===== src/design/dma_trig_pkg.sv =====
// Constants shared by the channel trigger and completion logic.
// Assumes one 200 MHz clock domain and a plain register port.
package dma_trig_pkg;
  localparam int CH_W = 6;
  localparam int ADDR_W = 8;
  localparam int NUM_CODES = 64;
  localparam int WORD_W = 32;
  localparam logic [ADDR_W-1:0] OFF_EVENT_LATCH = 8'h00;
  localparam logic [ADDR_W-1:0] OFF_EVENT_ENABLE = 8'h04;
  localparam logic [ADDR_W-1:0] OFF_EVENT_SET = 8'h08;
  localparam logic [ADDR_W-1:0] OFF_CHAINED_EVENT = 8'h0C;
  localparam logic [ADDR_W-1:0] OFF_QUICK_EVENT = 8'h10;
  localparam logic [ADDR_W-1:0] OFF_QUICK_ENABLE = 8'h14;
  localparam logic [ADDR_W-1:0] OFF_PENDING_LOW = 8'h18;
  localparam logic [ADDR_W-1:0] OFF_PENDING_HIGH = 8'h1C;
  localparam logic [ADDR_W-1:0] OFF_CLEAR_LOW = 8'h20;
  localparam logic [ADDR_W-1:0] OFF_CLEAR_HIGH = 8'h24;
  localparam logic [ADDR_W-1:0] OFF_QSEL_BASE = 8'h40;
  localparam logic [ADDR_W-1:0] OFF_QMAP_BASE = 8'h60;
  localparam int BLOCK_MSB = 7;
  localparam int BLOCK_LSB = 5;
  localparam int INDEX_MSB = 4;
  localparam int INDEX_LSB = 2;
  localparam int OPT_FINAL_IRQ = 20;
  localparam int OPT_INTER_IRQ = 21;
  localparam int OPT_FINAL_CHAIN = 22;
  localparam int OPT_INTER_CHAIN = 23;
  localparam int OPT_CODE_LSB = 12;
  localparam int CODE_W = 6;
  localparam int QSEL_W = 3;
  localparam int QSEL_STRIDE = 4;
  localparam int QSEL_PER_REG = 8;
  localparam int QMAP_QUEUE_LSB = 16;
  localparam logic [WORD_W-1:0] RESET_WORD = 32'h00000000;
endpackage


===== src/design/dma_channel_trigger.sv =====
// Channel trigger, queue head and completion latching for a DMA controller.
// Assumes pins are asynchronous, engines and set RAM share this clock.
//
// Chosen here: the address map and the strobed register port.
`timescale 1ns/1ps
module dma_channel_trigger #(
  parameter int NUM_CH = 32,
  parameter int NUM_QCH = 8,
  parameter int NUM_Q = 8,
  parameter int SET_ADDR_W = 14
) (
  input wire logic clock,
  input wire logic sys_rst,
  input wire logic [dma_trig_pkg::ADDR_W-1:0] regAddr,
  input wire logic [dma_trig_pkg::WORD_W-1:0] regWrData,
  input wire logic regWrite,
  input wire logic regRead,
  output logic [dma_trig_pkg::WORD_W-1:0] regRdData,
  input wire logic [NUM_CH-1:0] eventPins,
  input wire logic ramWrite,
  input wire logic [SET_ADDR_W-1:0] ramAddr,
  input wire logic linkUpdate,
  input wire logic [SET_ADDR_W-1:0] linkAddr,
  output logic [NUM_Q-1:0] trqValid,
  output logic [NUM_Q*dma_trig_pkg::CH_W-1:0] trqChannel,
  input wire logic [NUM_Q-1:0] trqReady,
  input wire logic [NUM_Q*dma_trig_pkg::WORD_W-1:0] trqOptions,
  input wire logic [NUM_Q-1:0] doneValid,
  input wire logic [NUM_Q*dma_trig_pkg::WORD_W-1:0] doneOptions
);
  localparam int NTOT = NUM_CH + NUM_QCH;
  localparam int CW = dma_trig_pkg::CH_W;
  localparam int WW = dma_trig_pkg::WORD_W;
  localparam int QW = dma_trig_pkg::QSEL_W;
  localparam int IW = dma_trig_pkg::INDEX_MSB - dma_trig_pkg::INDEX_LSB + 1;

  function automatic logic [CW:0] lowestSet(input logic [NTOT-1:0] v);
    logic [CW:0] r;
    r = '0;
    for (int i = NTOT - 1; i >= 0; i--) begin
      if (v[i]) r = {1'b1, CW'(i)};
    end
    return r;
  endfunction

  // Completion code field of an options word
  function automatic logic [dma_trig_pkg::CODE_W-1:0] codeOf(input logic [WW-1:0] channel_options_word);
    return channel_options_word[dma_trig_pkg::OPT_CODE_LSB +: dma_trig_pkg::CODE_W];
  endfunction

  // Queue select slot addressed by a register index and lane
  function automatic int qselSlot(input logic [IW-1:0] idx, input int lane);
    return int'(idx) * dma_trig_pkg::QSEL_PER_REG + lane;
  endfunction

  logic [NUM_CH-1:0] evSync1, evSync2, evPrev, evLatch, evEnable, setPend, chainEvt;
  logic [NUM_QCH-1:0] quickEvt, quickEnable;
  logic [dma_trig_pkg::NUM_CODES-1:0] pending;
  logic [QW-1:0] qsel [NUM_CH];
  logic [WW-1:0] qmap [NUM_QCH];

  // Pin events pass two flops, then a rising edge is latched
  wire [NUM_CH-1:0] evRise = evSync2 & ~evPrev;
  wire isQsel = regAddr[dma_trig_pkg::BLOCK_MSB:dma_trig_pkg::BLOCK_LSB]
    == dma_trig_pkg::OFF_QSEL_BASE[dma_trig_pkg::BLOCK_MSB:dma_trig_pkg::BLOCK_LSB];
  wire isQmap = regAddr[dma_trig_pkg::BLOCK_MSB:dma_trig_pkg::BLOCK_LSB]
    == dma_trig_pkg::OFF_QMAP_BASE[dma_trig_pkg::BLOCK_MSB:dma_trig_pkg::BLOCK_LSB];
  wire [IW-1:0] regIndex = regAddr[dma_trig_pkg::INDEX_MSB:dma_trig_pkg::INDEX_LSB];
  wire wrSet = regWrite && regAddr == dma_trig_pkg::OFF_EVENT_SET;
  wire wrClrLow = regWrite && regAddr == dma_trig_pkg::OFF_CLEAR_LOW;
  wire wrClrHigh = regWrite && regAddr == dma_trig_pkg::OFF_CLEAR_HIGH;
  // Write-one-to-clear masks
  wire [WW-1:0] clearLow = wrClrLow ? regWrData : dma_trig_pkg::RESET_WORD;
  wire [WW-1:0] clearHigh = wrClrHigh ? regWrData : dma_trig_pkg::RESET_WORD;
  wire [dma_trig_pkg::NUM_CODES-1:0] clearMask = {clearHigh, clearLow};

  // Quick trigger-word writes and link updates
  logic [NUM_QCH-1:0] quickHit;
  always_comb begin
    for (int k = 0; k < NUM_QCH; k++) begin
      quickHit[k] = quickEnable[k] && ((ramWrite && ramAddr == qmap[k][SET_ADDR_W-1:0])
        || (linkUpdate && linkAddr == qmap[k][SET_ADDR_W-1:0]));
    end
  end

  // Candidate channels: DMA need an event, quick need a quick event bit
  wire [NUM_CH-1:0] dmaCand = (evLatch & evEnable) | setPend | chainEvt;
  wire [NTOT-1:0] cand = {quickEvt, dmaCand};

  logic [QW-1:0] chanQueue [NTOT];
  always_comb begin
    for (int c = 0; c < NUM_CH; c++) chanQueue[c] = qsel[c];
    for (int k = 0; k < NUM_QCH; k++) chanQueue[NUM_CH + k] = qmap[k][dma_trig_pkg::QMAP_QUEUE_LSB +: QW];
  end

  wire [NUM_Q-1:0] handed = trqValid & trqReady;
  logic [NUM_Q-1:0] take;
  logic [CW-1:0] pick [NUM_Q];
  logic [NTOT-1:0] accepted;

  for (genvar q = 0; q < NUM_Q; q++) begin : g_queue
    logic [NTOT-1:0] inQueue;
    logic [CW:0] first;
    always_comb begin
      for (int c = 0; c < NTOT; c++) inQueue[c] = chanQueue[c] == QW'(q);
    end
    assign first = lowestSet(cand & inQueue);
    assign take[q] = first[CW] && (!trqValid[q] || trqReady[q]);
    assign pick[q] = first[CW-1:0];
  end

  always_comb begin
    accepted = '0;
    for (int q = 0; q < NUM_Q; q++) begin
      if (take[q]) accepted[pick[q]] = 1'b1;
    end
  end

  // Intermediate completion at hand-over, final from the engine
  logic [dma_trig_pkg::NUM_CODES-1:0] compSet, chainFull;
  logic [WW-1:0] optI [NUM_Q];
  logic [WW-1:0] optF [NUM_Q];
  always_comb begin
    compSet = '0;
    chainFull = '0;
    for (int q = 0; q < NUM_Q; q++) begin
      optI[q] = trqOptions[q*WW +: WW];
      optF[q] = doneOptions[q*WW +: WW];
      if (handed[q] && optI[q][dma_trig_pkg::OPT_INTER_IRQ])
        compSet[codeOf(optI[q])] = 1'b1;
      if (handed[q] && optI[q][dma_trig_pkg::OPT_INTER_CHAIN])
        chainFull[codeOf(optI[q])] = 1'b1;
      if (doneValid[q] && optF[q][dma_trig_pkg::OPT_FINAL_IRQ])
        compSet[codeOf(optF[q])] = 1'b1;
      if (doneValid[q] && optF[q][dma_trig_pkg::OPT_FINAL_CHAIN])
        chainFull[codeOf(optF[q])] = 1'b1;
    end
  end
  wire [NUM_CH-1:0] chainSet = chainFull[NUM_CH-1:0];

  // Register read mux
  logic [WW-1:0] rdValue;
  always_comb begin
    rdValue = dma_trig_pkg::RESET_WORD;
    if (isQsel) begin
      for (int j = 0; j < dma_trig_pkg::QSEL_PER_REG; j++) begin
        if (qselSlot(regIndex, j) < NUM_CH)
          rdValue[j*dma_trig_pkg::QSEL_STRIDE +: QW] = qsel[qselSlot(regIndex, j)];
      end
    end else if (isQmap) begin
      if (int'(regIndex) < NUM_QCH) rdValue = qmap[regIndex];
    end else begin
      unique case (regAddr)
        dma_trig_pkg::OFF_EVENT_LATCH: rdValue[NUM_CH-1:0] = evLatch;
        dma_trig_pkg::OFF_EVENT_ENABLE: rdValue[NUM_CH-1:0] = evEnable;
        dma_trig_pkg::OFF_CHAINED_EVENT: rdValue[NUM_CH-1:0] = chainEvt;
        dma_trig_pkg::OFF_QUICK_EVENT: rdValue[NUM_QCH-1:0] = quickEvt;
        dma_trig_pkg::OFF_QUICK_ENABLE: rdValue[NUM_QCH-1:0] = quickEnable;
        dma_trig_pkg::OFF_PENDING_LOW: rdValue = pending[WW-1:0];
        dma_trig_pkg::OFF_PENDING_HIGH: rdValue = pending[2*WW-1:WW];
        default: rdValue = dma_trig_pkg::RESET_WORD;
      endcase
    end
  end

  // Event, quick and pending state; a set wins over a clear
  always_ff @(posedge clock or posedge sys_rst) begin
    if (sys_rst) begin
      evSync1 <= '0;
      evSync2 <= '0;
      evPrev <= '0;
      evLatch <= '0;
      setPend <= '0;
      chainEvt <= '0;
      quickEvt <= '0;
      pending <= '0;
      regRdData <= dma_trig_pkg::RESET_WORD;
    end else begin
      evSync1 <= eventPins;
      evSync2 <= evSync1;
      evPrev <= evSync2;
      evLatch <= (evLatch & ~accepted[NUM_CH-1:0]) | evRise;
      setPend <= (setPend & ~accepted[NUM_CH-1:0]) | (wrSet ? regWrData[NUM_CH-1:0] : '0);
      chainEvt <= (chainEvt & ~accepted[NUM_CH-1:0]) | chainSet;
      quickEvt <= (quickEvt & ~accepted[NTOT-1:NUM_CH]) | quickHit;
      pending <= (pending & ~clearMask) | compSet;
      regRdData <= regRead ? rdValue : dma_trig_pkg::RESET_WORD;
    end
  end

  // Control registers written by software
  always_ff @(posedge clock or posedge sys_rst) begin
    if (sys_rst) begin
      evEnable <= '0;
      quickEnable <= '0;
      for (int c = 0; c < NUM_CH; c++) qsel[c] <= '0;
      for (int k = 0; k < NUM_QCH; k++) qmap[k] <= dma_trig_pkg::RESET_WORD;
    end else if (regWrite) begin
      if (regAddr == dma_trig_pkg::OFF_EVENT_ENABLE) evEnable <= regWrData[NUM_CH-1:0];
      if (regAddr == dma_trig_pkg::OFF_QUICK_ENABLE) quickEnable <= regWrData[NUM_QCH-1:0];
      if (isQmap && int'(regIndex) < NUM_QCH) qmap[regIndex] <= regWrData;
      for (int j = 0; j < dma_trig_pkg::QSEL_PER_REG; j++) begin
        if (isQsel && qselSlot(regIndex, j) < NUM_CH)
          qsel[qselSlot(regIndex, j)] <= regWrData[j*dma_trig_pkg::QSEL_STRIDE +: QW];
      end
    end
  end

  // Queue head slots, one per transfer engine
  always_ff @(posedge clock or posedge sys_rst) begin
    if (sys_rst) begin
      trqValid <= '0;
      trqChannel <= '0;
    end else begin
      for (int q = 0; q < NUM_Q; q++) begin
        if (take[q]) begin
          trqValid[q] <= 1'b1;
          trqChannel[q*CW +: CW] <= pick[q];
        end else if (trqReady[q]) begin
          trqValid[q] <= 1'b0;
        end
      end
    end
  end

  a_event_latch_set: assert property (
    @(posedge clock) disable iff (sys_rst)
    evRise != '0 |=> (evLatch & $past(evRise)) == $past(evRise))
    else $error("pin event not latched");
  a_set_write_queues: assert property (
    @(posedge clock) disable iff (sys_rst)
    wrSet |=> (setPend & $past(regWrData[NUM_CH-1:0])) == $past(regWrData[NUM_CH-1:0]))
    else $error("event set write lost");
  a_chain_sets_bit: assert property (
    @(posedge clock) disable iff (sys_rst)
    chainSet != '0 |=> (chainEvt & $past(chainSet)) == $past(chainSet))
    else $error("chained event not set");
  a_quick_hit_sets: assert property (
    @(posedge clock) disable iff (sys_rst)
    quickHit != '0 |=> (quickEvt & $past(quickHit)) == $past(quickHit))
    else $error("quick trigger not set");
  a_quick_only_hit: assert property (
    @(posedge clock) disable iff (sys_rst)
    ##1 (quickEvt & ~$past(quickEvt) & ~$past(quickHit)) == '0)
    else $error("quick event without trigger");
  a_pending_latch: assert property (
    @(posedge clock) disable iff (sys_rst)
    compSet != '0 |=> (pending & $past(compSet)) == $past(compSet))
    else $error("completion not latched");
  a_pending_clear: assert property (
    @(posedge clock) disable iff (sys_rst)
    wrClrLow && compSet[WW-1:0] == '0 |=> (pending[WW-1:0] & $past(regWrData)) == '0)
    else $error("pending bit not cleared");
  a_head_holds: assert property (
    @(posedge clock) disable iff (sys_rst)
    trqValid[0] && !trqReady[0] |=> trqValid[0] && $stable(trqChannel[CW-1:0]))
    else $error("request dropped before hand-over");
  a_inter_complete: assert property (
    @(posedge clock) disable iff (sys_rst)
    handed[0] && trqOptions[dma_trig_pkg::OPT_INTER_IRQ] |=>
      pending[$past(trqOptions[dma_trig_pkg::OPT_CODE_LSB +: dma_trig_pkg::CODE_W])])
    else $error("intermediate completion missing");
  // Completion, queue and link checks
  a_final_complete: assert property (
    @(posedge clock) disable iff (sys_rst)
    doneValid[0] && doneOptions[dma_trig_pkg::OPT_FINAL_IRQ] |=>
      pending[$past(codeOf(doneOptions[WW-1:0]))])
    else $error("final completion missing");
  a_pending_source: assert property (
    @(posedge clock) disable iff (sys_rst)
    1'b1 |=> (pending & ~$past(pending) & ~$past(compSet)) == '0)
    else $error("pending bit set without completion");
  a_clear_keeps: assert property (
    @(posedge clock) disable iff (sys_rst)
    wrClrLow |=> ($past(pending[WW-1:0]) & ~$past(regWrData) & ~pending[WW-1:0]) == '0)
    else $error("pending bit lost on zero write");
  a_pending_read: assert property (
    @(posedge clock) disable iff (sys_rst)
    regRead && regAddr == dma_trig_pkg::OFF_PENDING_HIGH |=>
      regRdData == $past(pending[2*WW-1:WW]))
    else $error("high pending read wrong");
  a_disabled_waits: assert property (
    @(posedge clock) disable iff (sys_rst)
    1'b1 |=> ($past(evLatch & ~evEnable & ~setPend & ~chainEvt) & ~evLatch) == '0)
    else $error("disabled event lost");
  a_lowest_first: assert property (
    @(posedge clock) disable iff (sys_rst)
    take[0] && cand[0] && chanQueue[0] == '0 |-> pick[0] == '0)
    else $error("lower channel passed over");
  a_queue_route: assert property (
    @(posedge clock) disable iff (sys_rst)
    take[0] |-> chanQueue[pick[0]] == '0)
    else $error("channel taken by wrong queue");
  a_link_sets: assert property (
    @(posedge clock) disable iff (sys_rst)
    linkUpdate && quickEnable[0] && linkAddr == qmap[0][SET_ADDR_W-1:0] |=> quickEvt[0])
    else $error("link update did not trigger");
  a_head_release: assert property (
    @(posedge clock) disable iff (sys_rst)
    trqValid[0] && trqReady[0] && !take[0] |=> !trqValid[0])
    else $error("request kept after hand-over");

  c_chain_trigger: cover property (@(posedge clock) disable iff (sys_rst) chainSet != '0 ##[1:4] take != '0);
  c_quick_trigger: cover property (@(posedge clock) disable iff (sys_rst) quickHit != '0 ##[1:4] take != '0);
  c_pending_clear: cover property (@(posedge clock) disable iff (sys_rst) pending != '0 ##[1:8] wrClrLow);
  c_final_done: cover property (@(posedge clock) disable iff (sys_rst) doneValid != '0 ##1 pending != '0);
  c_back_to_back: cover property (@(posedge clock) disable iff (sys_rst) handed[0] && take[0]);
endmodule


===== config.mk =====
export PLATFORM = sky130hd
export DESIGN_NAME = dma_channel_trigger
export DESIGN_NICKNAME = d
export VERILOG_FILES = /design/src/design/dma_trig_pkg.sv /design/src/design/dma_channel_trigger.sv
export SDC_FILE = /design/constraint.sdc
export NUM_CORES = 2
export LEC_CHECK = 0
export BUFFER_PORTS_ARGS = -buffer_cell sky130_fd_sc_hd__buf_2
export CAP_MARGIN = 20
export CORE_ASPECT_RATIO = 1.75
export CORE_MARGIN = 3
export CORE_UTILIZATION = 50
export CTS_CLUSTER_DIAMETER = 200
export DETAILED_ROUTE_END_ITERATION = 10
export HOLD_SLACK_MARGIN = 0.15
export PLACE_DENSITY_LB_ADDON = 0.15
export SKIP_CTS_REPAIR_TIMING = 1
export SYNTH_ARGS = -nofsm -noshare
export SYNTH_HDL_FRONTEND = slang
export SYNTH_SLANG_ARGS = --single-unit

===== constraint.sdc =====
create_clock -name clock -period 27.9 [get_ports clock]
set_input_delay 4.185 -clock clock [delete_from_list [all_inputs] [get_ports clock]]
set_output_delay 4.185 -clock clock [all_outputs]
set_load 0.02 [all_outputs]

==> metrics.txt, run 1 <==
run status did not finish; Stop stage 5_1_grt; Err [ERROR GRT-0116] Global routing finished with congestion. Check the congestion regions in the DRC Viewer.; largest net degree at the start of global routing 186; number of CTS-inserted buffers 72; Initial Util 50.6%; EDFF count, synth 0; mapped cell area 0.0545 mm2; Yosys reg bits 744; post-synthesis sequential area ratio 34.2%; Die Y 443 um; overall routing resource usage 79.4%; grt ovf 2200; RD Place Congestion 1.36; DP HPWL 289 mm; Rows 159; H-tree level count 3; clock sink total 744; YS warnings 0; Synth cell types 110; number of global-route vias before repair 73097; first-pass GRT wire length 668 mm; Boundary Pins 722; CTS root buf clkbuf_16; clk buf depth 3; Syn Inst Count 6007; top_reg_cell synth dfrtp_1; post-synthesis async set-or-reset flop share 100%; Syn Area/Cell 9.07 um2; post-synthesis net count 6641; Die Width 256 um; Port-buffer cells 337
==> cells by family after synthesis <==
group           Yosys count  share of synthesized area (%)
mux                     535                           12.8
buf+inv                 564                           3.94
flops                   744                           34.2
simple gates           2333                           23.7
compound gates         1607                           21.8
xor+xnor                224                           3.60
==> cells in the mapped netlist, types with 17 or more instances <==
library cell / instances / share of area, %
a211o_1: 38 / 0.61
a211oi_1: 176 / 2.4
a21oi_1: 109 / 1.0
a221o_1: 34 / 0.62
a221oi_1: 35 / 0.56
a222oi_1: 31 / 0.57
a22o_1: 82 / 1.3
a22oi_1: 35 / 0.48
a31oi_1: 31 / 0.36
and2_1: 54 / 0.62
and3_1: 44 / 0.51
and4b_1: 24 / 0.44
buf_1: 56 / 0.39
buf_2: 18 / 0.17
clkbuf_1: 403 / 2.8
dfrtp_1: 744 / 34
inv_1: 85 / 0.59
mux2_2: 425 / 8.8
mux2i_1: 22 / 0.40
mux4_2: 88 / 3.6
nand2_1: 443 / 3.1
nand2b_1: 87 / 1.0
nand3_1: 279 / 2.6
nand3b_1: 96 / 1.3
nand4_1: 128 / 1.5
nand4b_1: 60 / 0.96
nor2_1: 413 / 2.8
nor2b_1: 52 / 0.60
nor3_1: 190 / 1.7
nor3b_1: 35 / 0.48
nor4_1: 98 / 1.1
nor4b_1: 36 / 0.58
o2111ai_1: 28 / 0.45
o211ai_1: 26 / 0.36
o21ai_0: 88 / 0.81
o21ai_1: 17 / 0.16
o221ai_1: 88 / 1.4
o22a_1: 58 / 0.93
o22ai_1: 549 / 6.3
or2_2: 71 / 0.82
or3_1: 69 / 0.79
or3b_2: 41 / 0.66
or4b_1: 19 / 0.35
xnor2_1: 224 / 3.6
==> metrics by stage <==
| stage | std cells | area (um2) | hold slack (ns) | setup WS [ns] | utilization (%) |
|---|---|---|---|---|---|
| global placement | 7421 | 57200 | 0.335 | 20.38 | 53.1 |
| detailed placement | 7426 | 57200 | 0.336 | 20.28 | 53.2 |
| floorplan | 6007 | 54500 | 0.331 | 2.84 | - |
| CTS | 7554 | 59700 | 0.350 | 20.97 | 55.4 |
==> layer usage <==
layer,track usage (%),overflow
met1,78.5,25
met2,96.9,1388
met3,63.5,54
met4,79.9,724
met5,32.3,9
==> run 2, diff against run 1 <==
CORE_ASPECT_RATIO = unset   (was 1.75)
CORE_UTILIZATION = 35   (was 50)
CTS_CLUSTER_DIAMETER = unset   (was 200)
HOLD_SLACK_MARGIN = unset   (was 0.15)
==> run 2 against run 1 <==
The flow now finishes without violations. Synthesized cell count is the same. Area after synthesis is the same.
==> metrics.txt, run 2 <==
Detail Route Antenna Nets 0; FF-to-FF path depth 11; EDFF count, synth 0; via count 62803; CTS tree done; placed inst area 0.0581 mm2; Pre-Repair DR Iteration Count 10; most common cell after layout, fill and taps aside dfrtp_1; Worst Path Required 28.48 ns; setup TNS 0 ns; final hold violations 0; Final Skew 0.0960 ns; Worst Tran Pin Value 1.30 ns; number of CTS-inserted buffers 88; GRT busiest layer met2; Pwr per Cell Area 79.1 mW/mm2; multi-input logic area 0.0340 mm2; Final Critical Period 7.12 ns; final period utilization 25.5%; Final Routed Wirelength 407 mm; critical path arrival 7.70 ns; Design Area, Final 0.0616 mm2; post-synthesis sequential area ratio 34.2%; f_max 140 MHz; first-pass GRT wire length 530 mm; First DRT Iteration DRCs 10974; most area-hungry cell type in the Yosys netlist dfrtp_1; CP Class in2reg; top_reg_cell synth dfrtp_1; max FFs per register 232; total die area 0.160 mm2; Yosys reg bits 744; Port-buffer cells 337; crit end category register; Worst VDD drop 72.0 uV; Final Max Tran Viols 0; Die Y 401 um; Filler Cell Count 15455; clock latency on the worst-skew pair 0.77 ns; CTS root buf clkbuf_16; FF+latch area 0.0186 mm2; Startpoint Class input port; Synth cell types 110; slew margin rel. 12.6%; RD Place Congestion 1.10; Leakage 23.7 nW; Syn Area/Cell 9.07 um2; initial antenna violation count 49; GR Util met2 64.7%; share of the synthesized area in the top cell type 34.2%; critical path peak fanout 9; clock transition at the registers of the reported paths 0.06 ns; ratio of cells with drive above 1 in the final layout 22.5%; met3 usage 23.7%; worst hold path stage count 0; mapped cell area 0.0545 mm2; fin nets 6727; final setup vio count 0; # DRC 0; clk buf depth 3; Vias per Instance 7.62; largest net degree at the start of global routing 153; Reg with most FFs qmap; Rows 144; run status finished clean; post-synthesis async set-or-reset flop share 100%; Syn Inst Count 6007; number of global-route vias before repair 57302; most frequent cells in the layout dfrtp_1, o22ai_1, nand2_1; YS warnings 0; overall routing resource usage 48.4%; met1 GRT Util 62.4%; H-tree level count 3; Synth area leaders dfrtp_1, mux2_2, o22ai_1; HP Class reg2reg; Commonest cells post-synth dfrtp_1, o22ai_1, nand2_1, mux2_2, nor2_1; average wire per standard cell 49.4 um; Boundary Pins 722; Die Width 401 um; Core ar. 0.154 mm2; clock sink total 744; DP HPWL 313 mm; max-cap violation count 0; post-synthesis net count 6641; grt ovf 0; RSZ-0062 raised after global routing false; most numerous cell in the Yosys netlist dfrtp_1; Initial Util 35.3%; Area growth syn-to-layout 13.0%
[run 2: cell counts after synthesis]
Identical to the previous run, type by type.
[run 2: cell families after synthesis]
kind of cell,count (synthesis),synth area share [%]
compound gates,1607,21.8
xor+xnor,224,3.60
buf+inv,564,3.94
flops,744,34.2
mux,535,12.8
simple gates,2333,23.7
[run 2: routing by layer]
metal,wire length [um],up-vias
met5,349,-
met4,30200,28
met3,61500,1421
met2,156000,5918
met1,159000,31775
li1,-,23661
[run 2: final timing paths]
kind,start,to,slack [ns]
worst max-delay path,trqOptions[49],chainEvt[27],20.78
worst min-delay path,evSync1[23],evSync2[23],0.35
worst max register to register,quickEvt[3],chainEvt[29],22.10
worst min register to register,evSync1[23],evSync2[23],0.35
max in group asynchronous,sys_rst,setPend[15],21.15
min in group asynchronous,sys_rst,qmap[8],3.50
[run 2: final cells by class]
type	instances	share of cell area, %
diodes	29	0.118
multi-input cells	4699	55.1
well taps	2044	4.15
clock inverters	50	1.18
clock buffers	114	4.11
flip-flops and latches	744	30.2
inverters	86	0.536
repair buffers	474	4.52
[run 2: metrics by stage]
stage	util, %	setup WS [ns]	total power, mW	instances	hold WS [ns]
finish	39.9	20.78	4.87	8240	0.348
global route	39.8	20.70	4.93	8215	0.354
global placement	37.6	20.25	3.42	8032	0.333
floorplan	-	2.84	2.45	6007	0.331
detailed placement	37.6	20.21	3.43	8036	0.335
CTS	39.7	21.02	4.74	8200	0.349
[run 2: critical path, cell delays in order]
cell and delay, ns:
buf_2 0.18, nand3b_1 0.82, nand2b_1 0.88, o22ai_1 0.16, nor4_1 0.38, o2111ai_1 0.59, a221o_1 0.47
[run 2: power by group]
group	switching [mW]	internal (mW)	total, mW
registers	0.353	1.25	1.61
clock network	0.562	0.752	1.31
logic	1.36	0.587	1.95
No activity file was read; power rests on OpenSTA's default activity.
